**config.mk**
```make
export PLATFORM = sky130hd
export DESIGN_NAME = bank_select
export DESIGN_NICKNAME = d
export VERILOG_FILES = /design/src/logic/bank_select_pkg.sv /design/src/logic/bank_select.sv /design/src/logic/bank_slot_store.sv
export SDC_FILE = /design/constraint.sdc
export NUM_CORES = 1
export LEC_CHECK = 0
export BUFFER_PORTS_ARGS = -buffer_cell sky130_fd_sc_hd__buf_2
export CAP_MARGIN = 20
export CELL_PAD_IN_SITES_DETAIL_PLACEMENT = 1
export CELL_PAD_IN_SITES_GLOBAL_PLACEMENT = 1
export CORE_MARGIN = 3
export CORE_UTILIZATION = 37
export CTS_BUF_LIST = sky130_fd_sc_hd__clkbuf_8
export DETAILED_ROUTE_END_ITERATION = 6
export MAX_ROUTING_LAYER = met4
export PLACE_DENSITY_LB_ADDON = 0.1
export SETUP_SLACK_MARGIN = 0.1
export SYNTH_ARGS = -nofsm -noshare
export SYNTH_HDL_FRONTEND = slang
export SYNTH_SLANG_ARGS = --single-unit
```
**constraint.sdc**
```tcl
create_clock -name sys_clk_i -period 3 [get_ports sys_clk_i]
set_input_delay 0.3 -clock sys_clk_i [delete_from_list [all_inputs] [get_ports sys_clk_i]]
set_output_delay 0.3 -clock sys_clk_i [all_outputs]
set_load 0.01 [all_outputs]
```
**src/logic/bank_select_pkg.sv**
```systemverilog
// Package for the paged register bank selector.
// Assumes a single 100 MHz system clock and Avalon-MM register access.
package bank_select_pkg;
  localparam int unsigned PAGE_W      = 3;
  localparam int unsigned SLOT_W      = 2;
  localparam int unsigned NUM_SLOTS   = 4;
  localparam int unsigned ADDR_W      = 8;
  localparam int unsigned DATA_W      = 32;
  localparam int unsigned MOD_DATA_W  = 8;
  // Byte address of the page register; paged registers follow it
  localparam logic [7:0]  BANK_SEL_ADDR = 8'h00;
  localparam logic [7:0]  PAGED_BASE    = 8'h40;
  localparam logic [7:0]  PAGED_MASK    = 8'hc0;
  localparam logic [7:0]  RESET_VAL     = 8'h00;
  localparam int unsigned PAGE_LSB    = 0;
  localparam int unsigned SLOT_LSB    = 4;
  localparam int unsigned ACT_LSB     = 6;
  localparam int unsigned ACT_W       = 2;
  // Paged register number taken from the word address bits
  localparam int unsigned REG_LSB     = 2;
  localparam int unsigned REG_W       = 4;
  localparam logic [1:0]  ACT_SAVE    = 2'h2;
  localparam logic [1:0]  ACT_RESTORE = 2'h3;
endpackage

```
**src/logic/bank_select.sv**
```systemverilog
// Page register with save/restore slots for one paged module.
// Assumes Avalon-MM master; paged module registers sit behind mod_* ports.
`timescale 1ns/1ps
// Function
// - 3-bit page field, write selects, read returns
// - Paged accesses routed by stored page
// - Four slots picked by 2-bit index
// - Action 0x writes page directly
// - Action 10 saves old page, loads new
// - Action 11 restores page from slot
// - Bit 3 reserved, reads zero
// - Reset clears register, page zero active
// - One instance per paged module
module bank_select (
  input  wire logic                                    sys_clk_i,
  input  wire logic                                    rst_n_i,
  input  wire logic                                    ce_i,
  input  wire logic [bank_select_pkg::ADDR_W-1:0]      avs_address_i,
  input  wire logic                                    avs_read_i,
  input  wire logic                                    avs_write_i,
  input  wire logic [bank_select_pkg::DATA_W-1:0]      avs_writedata_i,
  input  wire logic [3:0]                              avs_byteenable_i,
  output logic      [bank_select_pkg::DATA_W-1:0]      avs_readdata_o,
  output logic                                         avs_waitrequest_o,
  output logic      [bank_select_pkg::PAGE_W-1:0]      page_o,
  output logic                                         mod_read_o,
  output logic                                         mod_write_o,
  output logic      [bank_select_pkg::PAGE_W-1:0]      module_bank_select_reg_o,
  output logic      [3:0]                              mod_reg_o,
  output logic      [bank_select_pkg::MOD_DATA_W-1:0]  mod_wdata_o,
  input  wire logic [bank_select_pkg::MOD_DATA_W-1:0]  mod_rdata_i
);
  // One-hot handshake states; paged reads spend one extra cycle fetching
  typedef enum logic [2:0] {
    ST_IDLE  = 3'h1,
    ST_FETCH = 3'h2,
    ST_ANS   = 3'h4
  } bus_state_t;

  typedef struct packed {
    bus_state_t                             st;
    logic [bank_select_pkg::PAGE_W-1:0]     page;
    logic [bank_select_pkg::DATA_W-1:0]     rdata;
    logic                                   mrd;
    logic                                   mwr;
    logic [bank_select_pkg::PAGE_W-1:0]     mpage;
    logic [bank_select_pkg::REG_W-1:0]      mreg;
    logic [bank_select_pkg::MOD_DATA_W-1:0] mwdata;
  } state_t;

  localparam logic [bank_select_pkg::PAGE_W-1:0] RESET_PAGE =
    bank_select_pkg::RESET_VAL[bank_select_pkg::PAGE_LSB +: bank_select_pkg::PAGE_W];
  // All-zero would be no legal one-hot state, so reset names the idle state
  localparam state_t RESET_STATE = '{
    st:      ST_IDLE,
    page:    RESET_PAGE,
    default: '0
  };

  state_t s_q;
  state_t s_d;

  logic                                   req;
  logic                                   hit_sel;
  logic                                   hit_paged;
  logic                                   wr_sel;
  logic                                   do_save;
  logic                                   do_restore;
  logic [bank_select_pkg::ACT_W-1:0]      act;
  logic [bank_select_pkg::SLOT_W-1:0]     slot;
  logic [bank_select_pkg::PAGE_W-1:0]     new_page;
  logic [bank_select_pkg::PAGE_W-1:0]     slot_page;
  logic [bank_select_pkg::DATA_W-1:0]     sel_word;
  logic [bank_select_pkg::DATA_W-1:0]     mod_word;

  // Held strobe is ignored while answering, so one request is taken once
  assign req        = (avs_read_i || avs_write_i) && (s_q.st == ST_IDLE);
  assign hit_sel    = (avs_address_i == bank_select_pkg::BANK_SEL_ADDR);
  assign hit_paged  = ((avs_address_i & bank_select_pkg::PAGED_MASK)
                       == bank_select_pkg::PAGED_BASE);
  // Writes without the low byte lane are dropped
  assign wr_sel     = ce_i && req && avs_write_i && hit_sel && avs_byteenable_i[0];
  assign act        = avs_writedata_i[bank_select_pkg::ACT_LSB +: bank_select_pkg::ACT_W];
  assign slot       = avs_writedata_i[bank_select_pkg::SLOT_LSB +: bank_select_pkg::SLOT_W];
  assign new_page   = avs_writedata_i[bank_select_pkg::PAGE_LSB +: bank_select_pkg::PAGE_W];
  assign do_save    = wr_sel && (act == bank_select_pkg::ACT_SAVE);
  assign do_restore = wr_sel && (act == bank_select_pkg::ACT_RESTORE);
  assign mod_word   = {{(bank_select_pkg::DATA_W - bank_select_pkg::MOD_DATA_W){1'b0}},
                       mod_rdata_i};

  // Only the page field reads back; reserved and write-only bits read zero
  always_comb begin
    sel_word = '0;
    sel_word[bank_select_pkg::PAGE_LSB +: bank_select_pkg::PAGE_W] = s_q.page;
  end

  // One page register and slot store per paged module
  bank_slot_store u_slots (
    .sys_clk_i (sys_clk_i),
    .rst_n_i   (rst_n_i),
    .ce_i      (ce_i),
    .save_i    (do_save),
    .slot_i    (slot),
    .page_i    (s_q.page),
    .rd_page_o (slot_page)
  );

  always_comb begin
    s_d     = s_q;
    s_d.mrd = 1'b0;
    s_d.mwr = 1'b0;
    case (s_q.st)
      ST_IDLE: begin
        if (req) begin
          s_d.st    = ST_ANS;
          s_d.rdata = '0;
          if (hit_sel) begin
            s_d.rdata = sel_word;
          end
          if (do_save) begin
            // Slot store takes the old page on this same edge
            s_d.page = new_page;
          end else if (do_restore) begin
            s_d.page = slot_page;
          end else if (wr_sel) begin
            s_d.page = new_page;
          end
          if (hit_paged) begin
            // Page comes from the register, never from the address
            s_d.mpage  = s_q.page;
            s_d.mreg   = avs_address_i[bank_select_pkg::REG_LSB +: bank_select_pkg::REG_W];
            s_d.mwdata = avs_writedata_i[bank_select_pkg::MOD_DATA_W-1:0];
            s_d.mrd    = avs_read_i;
            s_d.mwr    = avs_write_i && avs_byteenable_i[0];
            if (avs_read_i) begin
              s_d.st = ST_FETCH;
            end
          end
        end
      end
      ST_FETCH: begin
        // Paged module drives its data while the read strobe stands
        s_d.rdata = mod_word;
        s_d.st    = ST_ANS;
      end
      ST_ANS: begin
        s_d.st = ST_IDLE;
      end
      default: begin
        s_d.st = ST_IDLE;
      end
    endcase
  end

  always_ff @(posedge sys_clk_i) begin
    if (!rst_n_i) begin
      s_q <= RESET_STATE;
    end else if (ce_i) begin
      s_q <= s_d;
    end
  end

  // Waitrequest drops only in the answer cycle
  assign avs_waitrequest_o = (s_q.st != ST_ANS);
  assign avs_readdata_o    = s_q.rdata;
  assign page_o            = s_q.page;
  assign mod_read_o        = s_q.mrd;
  assign mod_write_o       = s_q.mwr;
  assign module_bank_select_reg_o        = s_q.mpage;
  assign mod_reg_o         = s_q.mreg;
  assign mod_wdata_o       = s_q.mwdata;
endmodule

```
**src/logic/bank_slot_store.sv**
```systemverilog
// Four save slots holding page numbers.
// Assumes writes are qualified by the caller's clock enable.
`timescale 1ns/1ps
module bank_slot_store (
  input  wire logic                                sys_clk_i,
  input  wire logic                                rst_n_i,
  input  wire logic                                ce_i,
  input  wire logic                                save_i,
  input  wire logic [bank_select_pkg::SLOT_W-1:0]  slot_i,
  input  wire logic [bank_select_pkg::PAGE_W-1:0]  page_i,
  output logic      [bank_select_pkg::PAGE_W-1:0]  rd_page_o
);
  typedef struct packed {
    logic [bank_select_pkg::NUM_SLOTS-1:0][bank_select_pkg::PAGE_W-1:0] slot;
  } state_t;
  state_t s_q;
  state_t s_d;

  always_comb begin
    s_d = s_q;
    for (int i = 0; i < bank_select_pkg::NUM_SLOTS; i++) begin
      // Only a save touches a slot
      if (save_i && (slot_i == i[bank_select_pkg::SLOT_W-1:0])) begin
        s_d.slot[i] = page_i;
      end
    end
  end

  always_ff @(posedge sys_clk_i) begin
    if (!rst_n_i) begin
      s_q <= '0;
    end else if (ce_i) begin
      s_q <= s_d;
    end
  end

  assign rd_page_o = s_q.slot[slot_i];
endmodule

```
[After elaboration in Yosys (flattened, before gate mapping)]
Cells that the tools add are included.
Word-level totals
  input bits: 57
  register bits after elaboration: 67
  word-level logic and storage cells: 61
Cells by class
  $lt $le $gt $ge: 1
  reduce and logical (&&, ||, !) cells: 25
  muxes and demuxes: 13
  eq/ne operators: 10
Operators by type and width (number)
  32-bit one-hot mux with 2 select lines: 1
  55-bit two-way mux: 1
  17-bit two-way mux: 2
  3-bit two-way mux: 7
  1-bit logical AND: 12
  2-bit AND reduction: 5
  2-bit equality test, second input constant: 4
  8-bit zero test: 1
  4-bit AND reduction: 2
  3-bit binary-select mux with 2-bit select: 1
  3-bit one-hot mux with 2 select lines: 1
  2-bit by 1-bit equality test with 1-bit output, second input constant: 2
  3-bit by 1-bit equality test with 1-bit output, second input constant: 1
  3-bit by 2-bit equality test with 1-bit output, second input constant: 1
  2-bit by 3-bit < comparator with 1-bit output, second input constant: 1
  3-bit inequality test, second input constant: 1
  3-bit AND reduction: 1
  3-bit nonzero test: 1
  2-bit zero test: 1
  2-bit inequality test, second input constant: 1
  2-bit nonzero test: 1
  1-bit logical OR: 1

[Longest topological paths before layout]
  depth in word-level cells: 11
  depth in mapped cells: 7

[Cells and area by module]
Synthesis repeated with hierarchy kept, for this count alone.
Second synthesis, totals
  cells, all modules: 232
  area, all modules: 2252.2 um2
By module, submodules not included
  bank_select: times used 1, area an instance 1717.9 um2, sequential area each 620.6 um2, cells each 184
  bank_slot_store: times used 1, area an instance 534.3 um2, sequential area each 240.2 um2, cells each 48

[Worst setup path before layout]
No wires, ideal clock.
  kind: input -> register
  from: input avs_address_i[2] (netlist bit)
  to: register u_slots.s_q[4] (netlist bit)
  arrival time: 1.672 ns
  setup slack: 1.199 ns
  setup time: 0.128 ns
  path buffers: 1
  data required time: 2.872 ns
  stages on the path: 5
  path through: or4_4 -> or4_4 -> buf_6 -> o21ai_1 -> a21oi_1
On the way
  word-level cells in the longest chain between the ends: 6
Ends and longest elaborated chain
  from (decl): RTL line bank_select.sv:18  | input wire logic [bank_select_pkg::ADDR_W-1:0] avs_address_i,
  8-bit zero test: RTL line bank_select.sv:78  | assign hit_sel = (avs_address_i == bank_select_pkg::BANK_SEL_ADDR);
  1-bit logical AND (2 in a row): RTL line bank_select.sv:82  | assign wr_sel = ce_i && req && avs_write_i && hit_sel && avs_byteenable_i[0];
  1-bit logical AND: RTL line bank_select.sv:86  | assign do_save = wr_sel && (act == bank_select_pkg::ACT_SAVE);
  1-bit logical AND: RTL line bank_slot_store.sv:23  | if (save_i && (slot_i == i[bank_select_pkg::SLOT_W-1:0])) begin
  2-bit AND reduction (no line)
  to (signal assigned): RTL line bank_slot_store.sv:31  | s_q <= '0;
  to (signal assigned): RTL line bank_slot_store.sv:33  | s_q <= s_d;
  to (decl): RTL line bank_slot_store.sv:16  | state_t s_q;
Every way passes these cells.
A chain may end at the register's enable or synchronous reset.

[Final worst setup path]
  from: register s_q[54] (netlist bit)
  to: register u_slots.s_q[9] (netlist bit)
On the way
  word-level cells in the longest chain between the ends: 9
Ends and longest elaborated chain
  from (decl): RTL line bank_select.sv:60  | state_t s_q;
  from (signal assigned): RTL line bank_select.sv:157  | s_q <= RESET_STATE;
  from (signal assigned): RTL line bank_select.sv:159  | s_q <= s_d;
  3-bit by 1-bit equality test with 1-bit output: RTL line bank_select.sv:77  | assign req = (avs_read_i || avs_write_i) && (s_q.st == ST_IDLE);
  1-bit logical AND: RTL line bank_select.sv:77
  1-bit logical AND (4 in a row): RTL line bank_select.sv:82
  1-bit logical AND: RTL line bank_select.sv:86
  1-bit logical AND: RTL line bank_slot_store.sv:23
  2-bit AND reduction (no line)
Every way passes these cells.

==> impl_table.tex <==
\begin{tabular}{lr}
\hline
Metric & Value \\
\hline
\multicolumn{2}{l}{\textbf{STA}} \\
\quad Share of the clock period used by the worst path after layout & 59.1\% \\
\quad Setup Viol. Count Final & 0 \\
\quad Setup slack of the critical path after layout & 1.23 ns \\
\quad Fmax & 0.564 GHz \\
\quad Remaining max-slew budget at the tightest pin & 62.7\% \\
\quad Slew at the pin closest to its max-slew limit & 0.552 ns \\
\quad Final max-slew violation count & 0 \\
\quad Final hold violations & 0 \\
\quad WHS & 0.244 ns \\
\quad Setup TNS & 0 ns \\
\quad Final critical delay including setup and external delays & 1.77 ns \\
\quad Setup repair after global routing missed its margin & no \\
\quad Final setup skew & 0.00720 ns \\
\multicolumn{2}{l}{\textbf{Floorplanning}} \\
\quad Row Count & 28 \\
\quad Y dimension of the die & 85.0 um \\
\quad Effective utilization at floorplan & 38.5\% \\
\quad Number of top-level pins & 110 \\
\quad Floorplan die width & 85.0 um \\
\quad Core outline area & 5990 sq um \\
\quad Die area & 7220 sq um \\
\multicolumn{2}{l}{\textbf{Global routing}} \\
\quad Initial antenna violation count & 0 \\
\quad Total congestion overflow & 0 \\
\quad Pin count of the biggest net entering global routing & 31 \\
\quad Vias in the first global route & 1713 \\
\quad All-Layer GR Usage & 15.6\% \\
\quad Wire length of the first global-routing pass & 8.80 mm \\
\multicolumn{2}{l}{\textbf{Synth}} \\
\quad Post-synthesis average cell area & 9.01 sq um \\
\quad Number of different library cells in the post-synthesis netlist & 38 \\
\quad Cell count after synthesis & 256 \\
\quad Largest area contributor in the synthesized netlist & sky130\_fd\_sc\_hd\_\_dfxtp\_1 \\
\quad Synthesized area & 2310 sq um \\
\quad Top post-synthesis cells by area & sky130\_fd\_sc\_hd\_\_dfxtp\_1 (37\%), sky130\_fd\_sc\_hd\_\_buf\_4 (17\%), sky130\_fd\_sc\_hd\_\_mux2i\_1 (7.8\%) \\
\quad Sequential share of the synthesized area & 37.3\% \\
\quad Fraction of synthesis flops using an asynchronous set or reset pin & 0\% \\
\quad Post-synth top flop & sky130\_fd\_sc\_hd\_\_dfxtp\_1 \\
\quad Number of enable flip-flop cells after synthesis & 0 \\
\quad Cell with the most instances after synthesis & sky130\_fd\_sc\_hd\_\_buf\_4 \\
\quad Area share of the largest cell type after synthesis & 37.3\% \\
\quad Flops \& latches, synth & 43 \\
\quad Count of yosys warnings during synthesis & 0 \\
\quad Most numerous cell types in the synthesized netlist & sky130\_fd\_sc\_hd\_\_buf\_4 (52), sky130\_fd\_sc\_hd\_\_dfxtp\_1 (43), sky130\_fd\_sc\_hd\_\_a21oi\_1 (27) \\
\multicolumn{2}{l}{\textbf{Final layout}} \\
\quad Final-stage net count & 343 \\
\quad Share of final-layout standard cells stronger than drive strength 1 & 27.9\% \\
\quad Inserted Diodes & 0 \\
\quad Relative area change from synthesis to final layout & 6.72\% \\
\quad Post-route cell area & 2460 sq um \\
\multicolumn{2}{l}{\textbf{Route}} \\
\quad Number of antenna-violating nets in the routed design & 0 \\
\quad Via density & 4.92 \\
\quad Number of search-and-repair iterations in the first detailed-routing pass & 4 \\
\quad Number of violations reported at the end of detailed-routing iteration 0 & 80 \\
\quad Routed length per placed instance & 14.8 um \\
\quad Routed wire length & 5.35 mm \\
\quad Post-detailed-route DRC marker count & 0 \\
\quad Via count of the routed design & 1781 \\
\multicolumn{2}{l}{\textbf{Clock tree}} \\
\quad Clk sink count & 43 \\
\quad Maximum buffer depth of the clock tree & 2 \\
\quad Skew-Pair Late Insertion Delay & 0.29 ns \\
\quad Resized Gates After CTS & 0 \\
\quad H-tree Lvls & 2 \\
\quad Setup fix buffers added after clock tree synthesis & 0 \\
\quad Clock buffers created by TritonCTS & 5 \\
\quad Library cell used as clock root buffer & sky130\_fd\_sc\_hd\_\_clkbuf\_8 \\
\quad Hold buffers post-CTS & 0 \\
\quad Register clock-pin slew on the reported worst setup and hold paths & 0.09 ns \\
\quad CTS tree & done \\
\multicolumn{2}{l}{\textbf{Setup path}} \\
\quad Library cell contributing the largest single delay on the critical path & sky130\_fd\_sc\_hd\_\_or4\_4 \\
\quad Crit start category & register \\
\quad Worst Setup Path Type & register to register \\
\quad Critical Path AT & 1.94 ns \\
\quad Worst path cell trace & nand2b\_2 > or4\_4 > o21ai\_0 > a21oi\_1 \\
\quad Worst EP required & 3.17 ns \\
\quad Crit path largest cell delay & 0.69 ns \\
\quad Maximum fanout count along the critical path & 12 \\
\quad Crit path capture type & register \\
\multicolumn{2}{l}{\textbf{Place}} \\
\quad Post-placement worst setup slack & 0.994 ns \\
\quad Final weighted congestion in routability-driven placement & 0.735 \\
\quad Standard cell area after detailed placement & 2330 sq um \\
\quad Number of I/O port buffers & 58 \\
\quad Half-perimeter wire length of the detailed placement result & 4.02 mm \\
\multicolumn{2}{l}{\textbf{Pwr}} \\
\quad Pwr Total & 1.26 mW \\
\quad Max VDD drop & 221 uV \\
\quad P\_leak & 1.02 nW \\
\quad Power Dens Cells & 510 nW/um\^{}2 \\
\multicolumn{2}{l}{\textbf{Job}} \\
\quad Max-Cap Viols & 0 \\
\multicolumn{2}{l}{\textbf{Worst hold path}} \\
\quad Min-delay worst type & input port to register \\
\multicolumn{2}{l}{\textbf{Outcome}} \\
\quad Outcome & complete, no violations \\
\hline
\end{tabular}
==> metal layers <==
metal  part of all wire, %  vias to the layer above  global-route usage, %
met5                     0                        -                      -
met4                  0.54                        0                   4.32
met3                   4.7                        2                   3.11
met2                    49                       43                   24.1
met1                    46                      856                   20.7
li1                      -                      880                      -
==> metrics by stage <==
step                util [%]  instances
floorplan                  -        279
global placement        38.8        354
detailed placement      38.8        354
CTS                     41.1        362
global route            41.1        362
finish                  41.1        362
==> area by class of cell <==
cell class	instances	area, sq um
Fill cell	727	3530
Multi-Input combinational cell	171	1040
Clock buffer	5	68.8
Clock inverter	3	67.6
Sequential cell	43	861
Timing Repair Buffer	61	313
Tap cell	75	93.8
Inverter	4	15.0
==> power breakdown <==
| part | internal [mW] | switching, mW |
|---|---|---|
| Sequential | 0.581 | 0.00710 |
| Clock | 0.332 | 0.209 |
| Combinational | 0.0448 | 0.0809 |
==> final timing paths <==
check / start / endpoint / slack (ns) / cells after the start
setup reg to reg: s_q[54]$_SDFFE_PN0P_ / u_slots.s_q[9]$_SDFFE_PN0P_ / 1.23 / 4
hold reg to reg: u_slots.s_q[3]$_SDFFE_PN0P_ / u_slots.s_q[3]$_SDFFE_PN0P_ / 0.47 / 2
hold / removal: mod_rdata_i[5] / avs_readdata_o[5]$_SDFFE_PN0P_ / 0.24 / 3
setup / recovery: s_q[54]$_SDFFE_PN0P_ / u_slots.s_q[9]$_SDFFE_PN0P_ / 1.23 / 4
==> cells in the final DEF, fill, tap and decap left out, types with 4 or more instances in the layout <==
cell / Yosys / layout
sky130_fd_sc_hd__a21oi_1: 27 / 27
sky130_fd_sc_hd__dfxtp_1: 43 / 43
sky130_fd_sc_hd__nand2b_1: 4 / 4
sky130_fd_sc_hd__nand2_1: 9 / 9
sky130_fd_sc_hd__conb_1: 1 / 24
sky130_fd_sc_hd__buf_2: 1 / 58
sky130_fd_sc_hd__inv_1: 4 / 4
sky130_fd_sc_hd__mux2i_1: 18 / 18
sky130_fd_sc_hd__o21ai_1: 9 / 9
sky130_fd_sc_hd__nor2_1: 24 / 24
sky130_fd_sc_hd__clkbuf_8: 2 / 5
sky130_fd_sc_hd__o21ai_0: 13 / 13
sky130_fd_sc_hd__nand3_1: 12 / 12
==> logic make-up (layout without fill, tap and decap cells) <==
| kind of cell | Yosys count | count (layout) | share of synthesized area, % |
|---|---|---|---|
| AND/OR/NAND/NOR | 68 | 68 | 16.7 |
| other | 1 | 24 | 0.163 |
| AO/OA/AOI/OAI | 58 | 58 | 13.9 |
| multiplexers | 21 | 21 | 10.7 |
| buffers and inverters | 65 | 73 | 21.2 |
| flip-flops | 43 | 43 | 37.3 |
==> worst max-delay path: cells and delay by family, from the launching register on <==
| kind | cells | cell delay [ns] |
|---|---|---|
| AND/OR/NAND/NOR | 2 | 1.01 |
| flip-flops | 1 | 0.36 |
| AO/OA/AOI/OAI | 2 | 0.27 |
==> registers in the layout (all words and copies together) (netlist names) <==
name,count
page_o,3
mod_write_o,1
avs_readdata_o,8
s_q,3
mod_reg_o,4
mod_read_o,1
module_bank_select_reg_o,3
mod_wdata_o,8
u_slots.s_q,12
No activity file was read; power rests on OpenSTA's default activity.
